File: src/verilog/cluster_pkg.sv
`default_nettype none
package cluster_pkg;
  localparam int NUM_SLICE   = 4;
  localparam int NUM_LUT     = 8;
  localparam int NUM_MEM_LUT = 4;
  localparam int LUT_BITS    = 16;
  localparam int LUT_AW      = 4;

  localparam logic [7:0] OFF_MODE     = 8'h00;
  localparam logic [7:0] OFF_CARRY    = 8'h04;
  localparam logic [7:0] OFF_STATUS   = 8'h08;
  localparam logic [7:0] OFF_LUT_BASE = 8'h20;

  // mode register: 2 bits per table, dual-port bit per memory slice, latch bit per element
  localparam int MODE_FIELD_W   = 2;
  localparam int MODE_DUAL_POS  = 16;
  localparam int MODE_LATCH_POS = 18;
  // carry register: one byte per slice
  localparam int CARRY_FIELD_W  = 8;
  localparam int CFG_INIT_POS   = 0;
  localparam int CFG_LSRC_POS   = 2;
  localparam int CFG_USRC_POS   = 3;
  localparam int CFG_LSUM_POS   = 4;
  localparam int CFG_USUM_POS   = 5;

  localparam logic [31:0] MODE_RST  = 32'h0000_0000;
  localparam logic [31:0] CARRY_RST = 32'h0000_0000;
  localparam logic [15:0] LUT_RST   = 16'h0000;

  localparam logic [1:0] CY_FROM_CHAIN = 2'h0;
  localparam logic [1:0] CY_ZERO       = 2'h1;
  localparam logic [1:0] CY_ONE        = 2'h2;
  localparam logic [1:0] CY_FROM_BX    = 2'h3;

  typedef enum logic [2:0] {
    LUT_LOGIC = 3'b001,
    LUT_RAM   = 3'b010,
    LUT_SHIFT = 3'b100
  } lut_mode_t;

  function automatic lut_mode_t decode_mode(input logic [1:0] f);
    unique case (f)
      2'h1:    decode_mode = LUT_RAM;
      2'h2:    decode_mode = LUT_SHIFT;
      default: decode_mode = LUT_LOGIC;
    endcase
  endfunction : decode_mode

  function automatic logic lut_read(input logic [15:0] c, input logic [3:0] a);
    lut_read = c[a];
  endfunction : lut_read
endpackage : cluster_pkg
`default_nettype wire

File: src/verilog/logic_cluster.sv
// Behaviour
// - each table: four inputs, any function
// - slice: two tables, elements, combiners, carry
// - storage element: flip-flop or latch
// - every table loadable as read-only memory
// - memory and shift only in left pair
// - left table holds sixteen RAM bits
// - dual port pairs two tables
// - shift delay one to sixteen edges
// - four left tables chain to 64
// - chain continues across clusters
// - carry in, out, five steering muxes
// - sum and product gate per half
// - lower and upper wide combiners
// - four slices, two independent carry columns
//
// The address map and register access over APB were decided locally.
`default_nettype none
module logic_cluster
  import cluster_pkg::*;
(
  // clock and reset
  input  wire logic        CLK_SYS,
  input  wire logic        RST_N,
  // apb slave
  input  wire logic        PSEL,
  input  wire logic        PENABLE,
  input  wire logic        PWRITE,
  input  wire logic [7:0]  PADDR,
  input  wire logic [31:0] PWDATA,
  output logic [31:0]      PRDATA,
  output logic             PREADY,
  output logic             PSLVERR,
  // routing inputs
  input  wire logic        USER_CLK,
  input  wire logic [31:0] LUT_IN,
  input  wire logic [3:0]  BX,
  input  wire logic [3:0]  BY,
  input  wire logic [1:0]  WR_EN,
  input  wire logic [3:0]  WR_DATA,
  input  wire logic [1:0]  CARRY_IN,
  input  wire logic        CHAIN_IN,
  input  wire logic        WIDE_IN,
  // routing outputs
  output logic [7:0]       LUT_OUT,
  output logic [7:0]       SUM_OUT,
  output logic [7:0]       Q_OUT,
  output logic [1:0]       CARRY_OUT,
  output logic             CHAIN_OUT,
  output logic             WIDE_OUT
);
  logic [31:0] mode_q;
  logic [31:0] carry_q;
  logic        uclk_s1_q;
  logic        uclk_s2_q;
  logic        uclk_s3_q;
  logic        uclk_q;
  logic        uclk_rise;
  logic        apb_acc;
  logic        apb_wr;
  logic        hit;
  logic [31:0] rd_val;
  logic [15:0] cont [NUM_LUT];
  logic [7:0]  lut_d;
  logic [7:0]  sum;
  logic [7:0]  st_d;
  logic [3:0]  co;
  logic [3:0]  co_f;
  logic [3:0]  f5;
  logic [3:0]  fi;
  logic [3:0]  ci_init;

  function automatic logic [7:0] slice_cfg(input logic [31:0] r, input int s);
    slice_cfg = r[s*CARRY_FIELD_W +: CARRY_FIELD_W];
  endfunction : slice_cfg

  // user clock pin: three stages, change accepted when stages two and three agree
  always_ff @(posedge CLK_SYS) begin
    if (!RST_N) begin
      uclk_s1_q <= 1'b0;
      uclk_s2_q <= 1'b0;
      uclk_s3_q <= 1'b0;
    end else begin
      uclk_s1_q <= USER_CLK;
      uclk_s2_q <= uclk_s1_q;
      uclk_s3_q <= uclk_s2_q;
    end
  end

  always_ff @(posedge CLK_SYS) begin
    if (!RST_N) begin
      uclk_q <= 1'b0;
    end else if (uclk_s2_q == uclk_s3_q) begin
      uclk_q <= uclk_s3_q;
    end
  end

  assign uclk_rise = (uclk_s2_q == uclk_s3_q) && uclk_s3_q && !uclk_q;

  // apb: one wait state, answer registered
  assign apb_acc = PSEL && PENABLE && !PREADY;
  assign apb_wr  = PSEL && PENABLE && PREADY && PWRITE;

  always_comb begin
    hit    = 1'b1;
    rd_val = 32'h0000_0000;
    unique case (PADDR)
      OFF_MODE:   rd_val = mode_q;
      OFF_CARRY:  rd_val = carry_q;
      OFF_STATUS: rd_val = {14'h0000, co[3], co[1], Q_OUT, lut_d};
      default: begin
        hit = 1'b0;
        for (int i = 0; i < NUM_LUT; i++) begin
          if (PADDR == OFF_LUT_BASE + 8'(4 * i)) begin
            hit    = 1'b1;
            rd_val = {16'h0000, cont[i]};
          end
        end
      end
    endcase
  end

  always_ff @(posedge CLK_SYS) begin
    if (!RST_N) begin
      PREADY  <= 1'b0;
      PRDATA  <= 32'h0000_0000;
      PSLVERR <= 1'b0;
    end else begin
      PREADY <= apb_acc;
      if (apb_acc) begin
        PRDATA  <= PWRITE ? 32'h0000_0000 : rd_val;
        PSLVERR <= !hit;
      end
    end
  end

  always_ff @(posedge CLK_SYS) begin
    if (!RST_N) begin
      mode_q <= MODE_RST;
    end else if (apb_wr && PADDR == OFF_MODE) begin
      mode_q <= PWDATA;
    end
  end

  always_ff @(posedge CLK_SYS) begin
    if (!RST_N) begin
      carry_q <= CARRY_RST;
    end else if (apb_wr && PADDR == OFF_CARRY) begin
      carry_q <= PWDATA;
    end
  end

  // tables: 2s lower, 2s+1 upper of slice s; slices 0,1 form the left pair
  for (genvar i = 0; i < NUM_LUT; i++) begin : g_lut
    localparam int S = i / 2;
    logic       sin;
    logic       we;
    logic [3:0] wa;
    logic       wb;
    logic       dual;
    if (i == 0) begin : g_head
      assign sin = CHAIN_IN;
    end else begin : g_link
      assign sin = cont[i-1][LUT_BITS-1];
    end
    if (i < NUM_MEM_LUT) begin : g_wr
      assign dual = mode_q[MODE_DUAL_POS + S] && (i % 2 == 1);
      assign we   = WR_EN[S];
      // dual port: upper table written at the lower table's address and data
      assign wa   = dual ? LUT_IN[8*S +: 4] : LUT_IN[4*i +: 4];
      assign wb   = dual ? WR_DATA[2*S] : WR_DATA[i];
    end else begin : g_nowr
      assign dual = 1'b0;
      assign we   = 1'b0;
      assign wa   = 4'h0;
      assign wb   = 1'b0;
    end
    lut_cell #(
      .MEM_OK (i < NUM_MEM_LUT)
    ) u_lut (
      .clk      (CLK_SYS),
      .rst_n    (RST_N),
      .cfg_we   (apb_wr && PADDR == OFF_LUT_BASE + 8'(4 * i)),
      .cfg_data (PWDATA[15:0]),
      .mode     (decode_mode(mode_q[MODE_FIELD_W*i +: MODE_FIELD_W])),
      .edge_i   (uclk_rise),
      .wr_en    (we),
      .wr_addr  (wa),
      .wr_bit   (wb),
      .shift_in (sin),
      .rd_addr  (LUT_IN[4*i +: 4]),
      .d        (lut_d[i]),
      .contents (cont[i])
    );
  end

  assign CHAIN_OUT = cont[NUM_MEM_LUT-1][LUT_BITS-1];

  // carry chain, arithmetic gates; each column has its own carry input
  always_comb begin
    logic [7:0] c;
    logic       carry_in_line;
    logic       gen;
    c   = 8'h00;
    carry_in_line = 1'b0;
    gen = 1'b0;
    for (int s = 0; s < NUM_SLICE; s++) begin
      c   = slice_cfg(carry_q, s);
      carry_in_line = (s % 2 == 0) ? CARRY_IN[s/2] : co[s-1];
      unique case (c[CFG_INIT_POS +: 2])
        CY_FROM_CHAIN: ci_init[s] = carry_in_line;
        CY_ZERO:       ci_init[s] = 1'b0;
        CY_ONE:        ci_init[s] = 1'b1;
        CY_FROM_BX:    ci_init[s] = BX[s];
      endcase
      gen       = c[CFG_LSRC_POS] ? BX[s] : (LUT_IN[8*s] & LUT_IN[8*s+1]);
      co_f[s]   = lut_d[2*s] ? ci_init[s] : gen;
      sum[2*s]  = lut_d[2*s] ^ ci_init[s];
      gen       = c[CFG_USRC_POS] ? BY[s] : (LUT_IN[8*s+4] & LUT_IN[8*s+5]);
      co[s]     = lut_d[2*s+1] ? co_f[s] : gen;
      sum[2*s+1] = lut_d[2*s+1] ^ co_f[s];
      f5[s]     = BX[s] ? lut_d[2*s] : lut_d[2*s+1];
    end
  end

  // upper combiners: six-input in slices 0 and 2, seven-input in slice 1, eight-input in slice 3
  always_comb begin
    fi[0] = BY[0] ? f5[1] : f5[0];
    fi[2] = BY[2] ? f5[3] : f5[2];
    fi[1] = BY[1] ? fi[2] : fi[0];
    fi[3] = BY[3] ? WIDE_IN : fi[1];
    for (int s = 0; s < NUM_SLICE; s++) begin
      st_d[2*s]   = slice_cfg(carry_q, s)[CFG_LSUM_POS] ? sum[2*s] : f5[s];
      st_d[2*s+1] = slice_cfg(carry_q, s)[CFG_USUM_POS] ? sum[2*s+1] : fi[s];
    end
  end

  for (genvar e = 0; e < NUM_LUT; e++) begin : g_store
    storage_element u_store (
      .clk        (CLK_SYS),
      .rst_n      (RST_N),
      .latch_mode (mode_q[MODE_LATCH_POS + e]),
      .uclk_high  (uclk_q),
      .uclk_rise  (uclk_rise),
      .d          (st_d[e]),
      .q          (Q_OUT[e])
    );
  end

  always_ff @(posedge CLK_SYS) begin
    if (!RST_N) begin
      LUT_OUT   <= 8'h00;
      SUM_OUT   <= 8'h00;
      CARRY_OUT <= 2'h0;
      WIDE_OUT  <= 1'b0;
    end else begin
      LUT_OUT   <= lut_d;
      SUM_OUT   <= sum;
      CARRY_OUT <= {co[3], co[1]};
      WIDE_OUT  <= fi[3];
    end
  end

  logic cfg_any;
  assign cfg_any = apb_wr;
endmodule : logic_cluster
`default_nettype wire

File: src/verilog/lut_cell.sv
`default_nettype none
module lut_cell
  import cluster_pkg::*;
#(
  parameter bit MEM_OK = 1'b1
) (
  // clock and reset
  input  wire logic        clk,
  input  wire logic        rst_n,
  // configuration load
  input  wire logic        cfg_we,
  input  wire logic [15:0] cfg_data,
  input  wire lut_mode_t   mode,
  // user-clock event and write / shift data
  input  wire logic        edge_i,
  input  wire logic        wr_en,
  input  wire logic [3:0]  wr_addr,
  input  wire logic        wr_bit,
  input  wire logic        shift_in,
  // lookup
  input  wire logic [3:0]  rd_addr,
  output logic             d,
  output logic [15:0]      contents
);
  lut_mode_t   mode_eff;
  logic [15:0] cont_q;

  // logic-only tables ignore memory and shift modes
  assign mode_eff = MEM_OK ? mode : LUT_LOGIC;

  always_ff @(posedge clk) begin
    if (!rst_n) begin
      cont_q <= LUT_RST;
    end else if (cfg_we) begin
      cont_q <= cfg_data;
    end else if (edge_i) begin
      unique case (mode_eff)
        LUT_RAM: begin
          if (wr_en) begin
            cont_q[wr_addr] <= wr_bit;
          end
        end
        LUT_SHIFT: begin
          cont_q <= {cont_q[14:0], shift_in};
        end
        LUT_LOGIC: begin
          cont_q <= cont_q;
        end
      endcase
    end
  end

  assign d        = lut_read(cont_q, rd_addr);
  assign contents = cont_q;
endmodule : lut_cell
`default_nettype wire

File: src/verilog/storage_element.sv
`default_nettype none
module storage_element (
  // clock and reset
  input  wire logic clk,
  input  wire logic rst_n,
  // mode and user clock state
  input  wire logic latch_mode,
  input  wire logic uclk_high,
  input  wire logic uclk_rise,
  // data
  input  wire logic d,
  output logic      q
);
  logic q_d;

  always_comb begin
    if (latch_mode) begin
      q_d = uclk_high ? d : q;
    end else begin
      q_d = uclk_rise ? d : q;
    end
  end

  always_ff @(posedge clk) begin
    if (!rst_n) begin
      q <= 1'b0;
    end else begin
      q <= q_d;
    end
  end
endmodule : storage_element
`default_nettype wire

File: config.mk
export PLATFORM = sky130hd
export DESIGN_NAME = logic_cluster
export DESIGN_NICKNAME = d
export VERILOG_FILES = /design/src/verilog/cluster_pkg.sv /design/src/verilog/logic_cluster.sv /design/src/verilog/lut_cell.sv /design/src/verilog/storage_element.sv
export SDC_FILE = /design/constraint.sdc
export NUM_CORES = 1
export LEC_CHECK = 0
export BUFFER_PORTS_ARGS = -buffer_cell sky130_fd_sc_hd__buf_2
export CAP_MARGIN = 20
export CORE_MARGIN = 2
export CORE_UTILIZATION = 50
export CTS_BUF_LIST = sky130_fd_sc_hd__clkbuf_4 sky130_fd_sc_hd__clkbuf_8 sky130_fd_sc_hd__clkbuf_16
export CTS_CLUSTER_SIZE = 28
export DETAILED_ROUTE_END_ITERATION = 7
export HOLD_SLACK_MARGIN = 0.03
export PLACE_DENSITY = 0.76
export RECOVER_POWER = 50
export SYNTH_ARGS = -nofsm -noshare
export SYNTH_HDL_FRONTEND = slang
export SYNTH_SLANG_ARGS = --single-unit
File: constraint.sdc
create_clock -name CLK_SYS -period 2.4 [get_ports CLK_SYS]
set_input_delay 0.12 -clock CLK_SYS [delete_from_list [all_inputs] [get_ports CLK_SYS]]
set_output_delay 0.12 -clock CLK_SYS [all_outputs]
set_load 0.03 [all_outputs]
---- Yosys cells after proc, flatten, opt, wreduce, memory -nomap -nowiden ----
Index checks and enable logic that the tools add are counted.
cells by class
  $lt $le $gt $ge ......................... 14
  eq/ne operators ......................... 59
  bitwise operators ....................... 16
  reduce and logical (&&, ||, !) cells .... 53
  multiplexer cells ....................... 131
operator list
  cell                                                                count
  2-to-1 mux 32 bit                                                   8
  2-to-1 mux 16 bit                                                   13
  one-hot mux 16 bit (2 select lines)                                 4
  one-hot mux 32 bit (3 select lines)                                 1
  2-to-1 mux 1 bit                                                    79
  bitwise mux 16 bit                                                  4
  == test 8 x 6 -> 1 bit (second input constant)                      8
  < comparator 4 x 5 -> 1 bit (second input constant)                 10
  binary-select mux 1 bit (select 4 bit)                              8
  == test 2 bit (second input constant)                               12
  != test 2 x 1 -> 1 bit (second input constant)                      12
  one-hot mux 3 bit (2 select lines)                                  4
  nonzero test 2 bit                                                  12
  logical AND 1 bit                                                   20
  demux 1 bit (select 4 bit)                                          4
  == test 2 x 1 -> 1 bit (second input constant)                      8
  greater-or-equal comparator 4 x 1 -> 1 bit (second input constant)  4
  one-hot mux 1 bit (4 select lines)                                  4
  AND reduction 2 bit                                                 8
  == test 3 x 1 -> 1 bit (second input constant)                      4
  == test 3 x 2 -> 1 bit (second input constant)                      4
  == test 3 bit (second input constant)                               4
  != test 3 x 2 -> 1 bit (second input constant)                      4
  AND reduction 3 bit                                                 4
  other kinds (10)                                                    30
storage, ports and cells
  output and inout bits ................... 62
  bits in registers ....................... 257
  input port bits ......................... 96
  word-level logic and storage cells ...... 302

---- Longest topological paths before layout ----
Gate-level depths: netlist (run 1).
  word-level depth ........................ 11
  depth in mapped cells ................... 11
  gate-level depth less buffers ........... 8

---- Modules after synthesis ----
From an unflattened synthesis (run 1), not the netlist that was laid out.
second synthesis, totals
  cells, all modules ...................... 1,757
  area total of the unflattened synthesis .. 15,060.7 µm²
modules (own cells, without submodules)
  module                          sequential area each (µm²)  instances  cells each  area an instance (µm²)
  logic_cluster                   2,422.3                     1          921         6,998.0
  lut_cell at g_lut[0].u_lut ...  320.3                       4          141         1,188.6
  lut_cell at g_lut[4].u_lut ...  320.3                       4          58          732.0
  storage_element                 20.0                        8          5           47.5

---- Least setup slack after synthesis (run 1) ----
OpenSTA, ideal clock, no wires.
  path kind ............................... flip-flop to flip-flop
  start point ............................. reg g_lut[3].u_lut.cont_q[15]
  end point ............................... reg g_store[7].u_store.q
  stages on the path, launching flop included .. 9
  setup slack ............................. -27 ps
  data arrival time ....................... 2,348 ps
  buffers on the path ..................... 0
  library setup time ...................... 79 ps
  period minus slack after synthesis ...... 2,427 ps
  path through ............................ dfxtp_1 mux4_2 mux2i_1 mux2i_1 mux2i_1 mux2_1 o221ai_1 or4b_1 o211ai_1
between the ends
  word-level cells in the longest chain between the ends .. 9
RTL lines
  element                                     line                                          RTL
  from (decl)                                 lut_cell.sv:26                                logic [15:0] cont_q;
  from (signal assigned)                      lut_cell.sv:35                                cont_q <= cfg_data;
  from (signal, indexed assignment)           lut_cell.sv:40                                cont_q[wr_addr] <= wr_bit;
  from (signal assigned)                      lut_cell.sv:44                                cont_q <= {cont_q[14:0], shift_in};
  binary-select mux 1 bit (select 4 bit) *    cluster_pkg.sv:50                             lut_read = c[a];
  2-to-1 mux 1 bit (implied by the code) *    cluster_pkg.sv:50
  2-to-1 mux 1 bit *                          logic_cluster.sv:222                          f5[s] = BX[s] ? lut_d[2*s] : lut_d[2*s+1];
  2-to-1 mux 1 bit *                          logic_cluster.sv:228                          fi[0] = BY[0] ? f5[1] : f5[0];
  2-to-1 mux 1 bit *                          logic_cluster.sv:230                          fi[1] = BY[1] ? fi[2] : fi[0];
  2-to-1 mux 1 bit *                          logic_cluster.sv:231                          fi[3] = BY[3] ? WIDE_IN : fi[1];
  2-to-1 mux 1 bit *                          logic_cluster.sv:234                          st_d[2*s+1] = slice_cfg(carry_q, s)[CFG_USUM_POS] ? sum[2*s+1] : fi[s];
  2-to-1 mux 1 bit, on equally long branches  storage_element.sv:20, storage_element.sv:18
  2-to-1 mux 1 bit *                          storage_element.sv:17                         if (latch_mode) begin
  to (signal assigned)                        storage_element.sv:28                         q <= q_d;
  to (decl)                                   storage_element.sv:12                         output logic q
Mark *: on every way between the ends. The rest lies on a longest branch, timed or not. The select of a mux whose other input is x is not followed.
A chain may end at the register's enable or synchronous reset.

---- Worst setup path after layout (run 1) ----
  start point ............................. reg g_lut[5].u_lut.cont_q[15]
  end point ............................... reg g_store[7].u_store.q
between the ends
  word-level cells in the longest chain between the ends .. 9
RTL lines
  element                                                                 line
  from (decl)                                                             lut_cell.sv:26
  from (signal assigned)                                                  lut_cell.sv:35
  from (signal, indexed assignment)                                       lut_cell.sv:40
  from (signal assigned)                                                  lut_cell.sv:44
  binary-select mux 1 bit (select 4 bit) *                                cluster_pkg.sv:50
  2-to-1 mux 1 bit (implied by the code) *                                cluster_pkg.sv:50
  2-to-1 mux 1 bit, on equally long branches                              logic_cluster.sv:220, logic_cluster.sv:222
  one-hot mux 1 bit (4 select lines) or 2-to-1 mux 1 bit (tied branches)  logic_cluster.sv:210, logic_cluster.sv:229
  2-to-1 mux 1 bit, on equally long branches                              logic_cluster.sv:217, logic_cluster.sv:230
  bitwise XOR 1 bit or 2-to-1 mux 1 bit (tied branches)                   logic_cluster.sv:221, logic_cluster.sv:231
  2-to-1 mux 1 bit *                                                      logic_cluster.sv:234
  2-to-1 mux 1 bit, on equally long branches                              storage_element.sv:20, storage_element.sv:18
  2-to-1 mux 1 bit *                                                      storage_element.sv:17
Marked as above.

==> results of run 1 <==
-- stage by stage --
step	power [mW]	utilization [%]	instances
global route	9.89	65.7	2577
floorplan	4.74	-	1853
finish	9.69	65.7	2577
detailed placement	5.11	60.5	2491
global placement	5.10	60.5	2491
CTS	9.64	65.5	2573
-- cell usage after synthesis, drive strengths merged, types with 6 or more instances --
cell,number
o21ai,56
nor2,184
mux4,36
o221ai,13
nand2,402
mux2i,72
and2,27
a222oi,21
buf,21
a221oi,12
o22ai,9
nor2b,33
clkbuf,138
a22oi,81
a211oi,8
a21oi,292
ha,9
a32oi,11
o31ai,6
nor3b,6
nor3,16
inv,19
nand3,34
a211o,8
o211ai,9
dfxtp,257
a22o,9
nand2b,9
-- worst max-delay path, delay by kind of cell, from the launching register on --
family / cells / cell delay (ns)
buffers and inverters: 1 / 0.16
xor gates and xnor gates: 1 / 0.26
muxes: 3 / 1.27
DFF: 1 / 0.32
AOI/OAI and AO/OA: 3 / 0.44
-- final cells by class --
| type | instances | share of cell area, % |
|---|---|---|
| Clock buffer | 39 | 4.56 |
| Inverter | 19 | 0.416 |
| Tap cell | 378 | 2.58 |
| Sequential cell | 257 | 28.0 |
| Multi-Input combinational cell | 1418 | 46.4 |
| Clock inverter | 10 | 0.715 |
| Timing Repair Buffer | 456 | 17.3 |
-- report_power, final --
group          internal [mW]  switching, mW
Sequential              4.28        0.00749
Combinational          0.277          0.545
Clock                   2.75           1.83
Total                   7.30           2.39
-- what timing repair did --
action                                 4_1_cts  5_1_grt
setup endpoints to repair                   12       12
hold buffers                                29        0
endpoints found under the hold margin       75        0
gates resized for setup                     18       11
pin swaps                                   10        4
setup buffers                                4        2
-- cell families (layout without fill, tap and decap cells) --
group | Yosys count | in the layout | share of synthesized area (%)
muxes | 112 | 112 | 11.2
adders and majority gates | 9 | 9 | 0.791
AOI/OAI and AO/OA | 550 | 550 | 23.9
DFF | 257 | 257 | 36.1
and+or+nand+nor | 739 | 739 | 22.2
buffers and inverters | 178 | 524 | 5.22
xor gates and xnor gates | 8 | 8 | 0.492
-- per-layer routing --
metal / wire [um] / GRT usage, % / share of wire [%] / up-vias
li1: - / - / - / 7233
met1: 22400 / 52.9 / 38 / 7650
met2: 25500 / 58.8 / 43 / 1261
met3: 8370 / 7.52 / 14 / 265
met4: 3460 / 16.9 / 5.8 / 0
met5: 0 / 0 / 0 / -
-- cells in the final DEF (no fill, tap or decap), types with 17 or more instances in the layout --
cell type / count
a21oi_1: 290
a222oi_1: 21
a22oi_1: 81
and2_1: 23
buf_2: 157
buf_4: 263
clkbuf_16: 29
dfxtp_1: 252
dlygate4sd3_1: 29
inv_1: 17
mux2i_1: 69
mux4_2: 31
nand2_1: 402
nand3_1: 34
nor2_1: 180
nor2b_1: 32
o21ai_0: 17
o21ai_1: 39
-- final timing paths --
check / endpoint / slack (ns)
worst max register to register: g_store[7].u_store.q / -0.16
worst min-delay path: g_lut[4].u_lut.contents[10] / 0.05
worst max-delay path: g_store[7].u_store.q / -0.16
worst min register to register: PRDATA[10] / 0.45
-- state kept, by name, summed over array words and instances, names as in the netlist, 2 cells and up --
register / cells
g_lut.u_lut.contents: 128
PRDATA: 32
carry_q: 32
mode_q: 32
LUT_OUT: 8
SUM_OUT: 8
g_store.u_store.q: 8
CARRY_OUT: 2
==> results.py, run 1 <==
metrics = {
    "timing": {
        "fin_crit_ns": 2.56,
        "slew_viol_final": 0,
        "finalSetupTns_ns": -1.04,
        "post-route-period-util_pct": 107,
        "whs_ns": 0.0543,
        "max_freq_mhz": 390,
        "finalClockSkew_ns": 0.0113,
        "setup_viol_count_final": 10,
        "worst_slack_ns": -0.165,
        "slew_headroom_pct": 26.1,
        "rsz0062_at_grt": "yes",
        "hold_violations": 0,
        "worst-slew-pin-transition_ns": 1.10,
    },
    "clocking": {
        "clkTransAtPathRegs_ns": 0.06,
        "htree_levels": 1,
        "clock-root-buffer": "clkbuf_16",
        "cts_sinks": 257,
        "cts_tree": "yes",
        "cts_buffer_depth": 3,
        "clkLatencyLatePin_ns": 0.55,
        "cts_made_buffers": 28,
    },
    "routing": {
        "vias": 16400,
        "drt-pass1-iter-count": 8,
        "wl_um": 59700,
        "drt-initial-drc-count": 2987,
        "ant_nets": 0,
        "viasPerCell": 6.37,
        "wl_per_cell_um": 23.2,
        "drc": 1,
    },
    "floorplanning": {
        "num_rows": 61,
        "top_level_ports": 158,
        "die_x_um": 173,
        "dieHeight_um": 173,
        "coreArea_um2": 27900,
        "start_util_pct": 51.0,
        "die_area_um2": 29800,
    },
    "worst_setup_path": {
        "cp_max_fo": 4,
        "crit_path_top_delay_cell": "mux4_2",
        "rr_worst_depth": 8,
        "cp.arrival_ns": 3.00,
        "slowest_delay_ns": 0.58,
        "r2r_start": "g_lut[5].u_lut.contents[15]",
        "crit_top_cell": "mux4_2",
        "endpoint_kind": "flip-flop",
        "crit_chain": "mux4_2 -> mux4_2 -> buf_6 -> a2111oi_4 -> a221oi_4 -> mux2i_2 -> xor2_1 -> o211ai_1",
        "critPathLaunch": "g_lut[5].u_lut.contents[15]",
        "cp.required_ns": 2.83,
        "path_class": "reg -> reg",
        "cp-start-kind": "flip-flop",
    },
    "yosys": {
        "synthArstFlopShare_pct": 0,
        "synth_area_um2": 14200,
        "synth.net_count": 1958,
        "post_synth_num_cell_types": 69,
        "synth_seq_area_share_pct": 36.1,
        "ys_seq_elements": 257,
        "synthesis.instances": 1853,
        "synth_top_cell_area_share_pct": 36.1,
        "synth_area_leaders": "dfxtp_1, nand2_1, a21oi_1",
        "syn_avg_cell_area_um2": 7.68,
        "ys.warnings.count": 0,
        "synth_top_area_cell": "dfxtp_1",
        "yosys_most_used_dff": "dfxtp_1",
        "synth_edf_count": 0,
    },
    "placement": {
        "hpwl_um": 42400,
        "io_buffers": 157,
        "preCtsSetupSlack_ns": -0.311,
        "gp_congestion": 1.01,
        "placed_cell_area_um2": 16900,
    },
    "flow_run": {
        "max_cap_viol_count": 0,
    },
    "global_routing": {
        "first_global_vias": 15300,
        "grt_first_pass_wirelength_um": 90100,
        "grt-ovfl-total": 0,
        "grt.total_usage_pct": 38.4,
        "antenna_found_initial": 0,
        "grt_max_degree": 66,
    },
    "power_and_ir_drop": {
        "power.density_nw_per_um2": 528,
        "p_leak_nw": 6.97,
        "peakVddDrop_mv": 0.519,
    },
    "outcome": {
        "violations": "DRC, setup timing",
        "outcome": "finished with violations",
    },
    "worst_hold_path": {
        "hold_depth": 3,
        "hp-class": "in -> reg",
        "min-delay-start": "PWDATA[10]",
    },
    "final_layout": {
        "multi_input_area_um2": 8510,
        "n_antenna_cell": 0,
        "fin_nets": 2285,
        "drive_gt1_share_pct": 25.0,
        "final.fill_count": 2398,
        "final_cell_area_um2": 18400,
        "syn_to_final_growth_pct": 29.0,
        "regArea_um2": 5150,
    },
}
Power figures use the tool's default switching activity.
==> inputs of run 2 (changes only) <==
- SETUP_SLACK_MARGIN: unset -> 0.4
==> run 2 against run 1 <==
The run still ends with DRC, setup timing left. First-iteration DRC count is 5.3% lower. Clock-buffer cell count unchanged. Sequential share of layout area decreased by 0.49 points. Largest power group unchanged.
==> results.py, run 2 (synthesis gave the netlist of run 1 again) <==
metrics = {
    "outcome": {
        "outcome": "finished with violations",
        "violations": "DRC, setup timing",
    },
    "worst_setup_path": {
        "slowest_delay_ns": 0.46,
        "r2r_setup_slack_ns": -0.16,
        "cp_top_family": "compound AO/OA/AOI/OAI gates",
        "path_buf_inv": 1,
        "cp-start-kind": "flip-flop",
        "path_class": "reg -> reg",
        "critPathLaunch": "g_lut[4].u_lut.contents[6]",
        "crit_path_end": "PRDATA[17]",
        "endpoint_kind": "flip-flop",
        "cp_num_cells": 9,
        "r2r_end": "PRDATA[17]",
        "cp.arrival_ns": 3.04,
        "cp.required_ns": 2.88,
        "r2r_start": "g_lut[4].u_lut.contents[6]",
        "crit_chain": "mux4_2 -> or3b_1 -> a32oi_2 -> o22ai_4 -> a221oi_4 -> mux2i_2 -> buf_4 -> a21o_1 -> o21ai_1",
        "cp_max_fo": 4,
        "rr_worst_depth": 9,
        "crit_path_top_delay_cell": "mux4_2",
    },
    "floorplanning": {
        "dieHeight_um": 173,
        "top_level_ports": 158,
        "start_util_pct": 51.0,
        "num_rows": 61,
        "die_area_um2": 29800,
        "die_x_um": 173,
        "coreArea_um2": 27900,
    },
    "timing": {
        "rsz0062_at_grt": "yes",
        "finalClockSkew_ns": 0.0122,
        "fin_crit_ns": 2.56,
        "max_freq_mhz": 390,
        "post-route-period-util_pct": 107,
        "slew_viol_final": 0,
        "setup_viol_count_final": 8,
        "hold_violations": 0,
        "slew_headroom_pct": 45.4,
        "worst-slew-pin-transition_ns": 0.819,
        "worst_slack_ns": -0.161,
    },
    "power_and_ir_drop": {
        "p_total_mw": 10.2,
        "power.density_nw_per_um2": 544,
        "peakVddDrop_mv": 0.527,
        "p_leak_nw": 7.04,
    },
    "final_layout": {
        "drive_gt1_share_pct": 27.4,
        "stdcell_count": 2565,
        "fin_nets": 2270,
        "largest_reg_flops": 128,
        "layout_commonest_cell": "nand2_1",
        "layout_common_cells": "nand2_1, a21oi_1, dfxtp_1, buf_4, nor2_1",
        "syn_to_final_growth_pct": 31.8,
    },
    "placement": {
        "preCtsSetupSlack_ns": -0.220,
        "gp_congestion": 1.04,
        "place_inst": 2468,
        "io_buffers": 157,
        "hpwl_um": 41700,
    },
    "global_routing": {
        "first_global_vias": 15100,
        "antenna_found_initial": 1,
        "grt_max_degree": 86,
        "grt_first_pass_wirelength_um": 89000,
        "grt.total_usage_pct": 38.0,
        "grt-ovfl-total": 0,
    },
    "routing": {
        "ant_nets": 0,
        "drt-pass1-iter-count": 8,
        "wl_um": 59400,
        "viasPerCell": 6.33,
        "wl_per_cell_um": 23.2,
        "vias": 16200,
        "drt-initial-drc-count": 2830,
        "drc": 12,
    },
    "clocking": {
        "clock-root-buffer": "clkbuf_16",
        "clkLatencyLatePin_ns": 0.56,
        "cts_sinks": 257,
        "cts_buffer_depth": 3,
        "htree_levels": 1,
        "cts_tree": "yes",
        "cts_made_buffers": 29,
        "clkTransAtPathRegs_ns": 0.06,
    },
    "flow_run": {
        "max_cap_viol_count": 0,
    },
    "worst_hold_path": {
        "hp-class": "in -> reg",
    },
}
[run 2: how the worst min path moves through the flow]
stage	startpoint	slack (ns)	depth (start not counted)	endpoint
4_1_cts	PWDATA[12]	0.04	3	g_lut[7].u_lut.contents[12]
3_5_place_dp	USER_CLK	0.34	2	uclk_s1_q
6_report	PWDATA[12]	0.06	3	g_lut[0].u_lut.contents[12]
2_1_floorplan	USER_CLK	0.25	1	uclk_s1_q
5_1_grt	PWDATA[12]	0.04	3	mode_q[12]
3_3_place_gp	USER_CLK	0.33	2	uclk_s1_q
[run 2: stage by stage]
step | area, um^2 | TNS [ns] | utilization [%] | hold WS (ns)
2_1_floorplan | 14400 | 0 | - | 0.247
3_3_place_gp | 16900 | -0.787 | 60.5 | 0.333
3_5_place_dp | 16900 | -1.52 | 60.5 | 0.337
4_1_cts | 18500 | -0.353 | 66.3 | 0.0353
5_1_grt | 18800 | -1.33 | 67.2 | 0.0440
6_report | 18800 | -0.612 | 67.2 | 0.0620
[run 2: timing repair]
item                                   in CTS  in global routing
endpoints found under the hold margin     104                  0
hold buffers                               35                  0
setup endpoints to repair                  42                117
buffers inserted                            6                  3
pin swaps                                  19                 14
resized for setup                          43                 57
[run 2: layout make-up]
cell class / count / area, um^2
Clock buffer: 39 / 826
Timing Repair Buffer: 440 / 3190
Multi-Input combinational cell: 1418 / 8770
Fill cell: 2378 / 9170
Inverter: 19 / 76.3
Clock inverter: 13 / 249
Antenna cell: 1 / 2.50
Sequential cell: 257 / 5170
Tap cell: 378 / 473
[run 2: tightest hold or removal path: stages]
cell and delay [ns]:
buf_2 0.28, nand2_1 0.12, a21oi_1 0.05
[run 2: power by group]
| group | total [mW] | internal, mW | switching (mW) | leakage, nW |
|---|---|---|---|---|
| clock | 5.06 | 3.16 | 1.90 | 0.529 |
| combinational | 0.856 | 0.300 | 0.556 | 4.43 |
| sequential | 4.28 | 4.28 | 0.00654 | 2.08 |
| total | 10.2 | 7.73 | 2.46 | 7.04 |
[run 2: layer usage]
| metal | track usage, % | wire [um] |
|---|---|---|
| met5 | 0 | 0 |
| met1 | 51.8 | 22500 |
| met4 | 15.9 | 3120 |
| met3 | 9.32 | 8520 |
| met2 | 57.6 | 25300 |
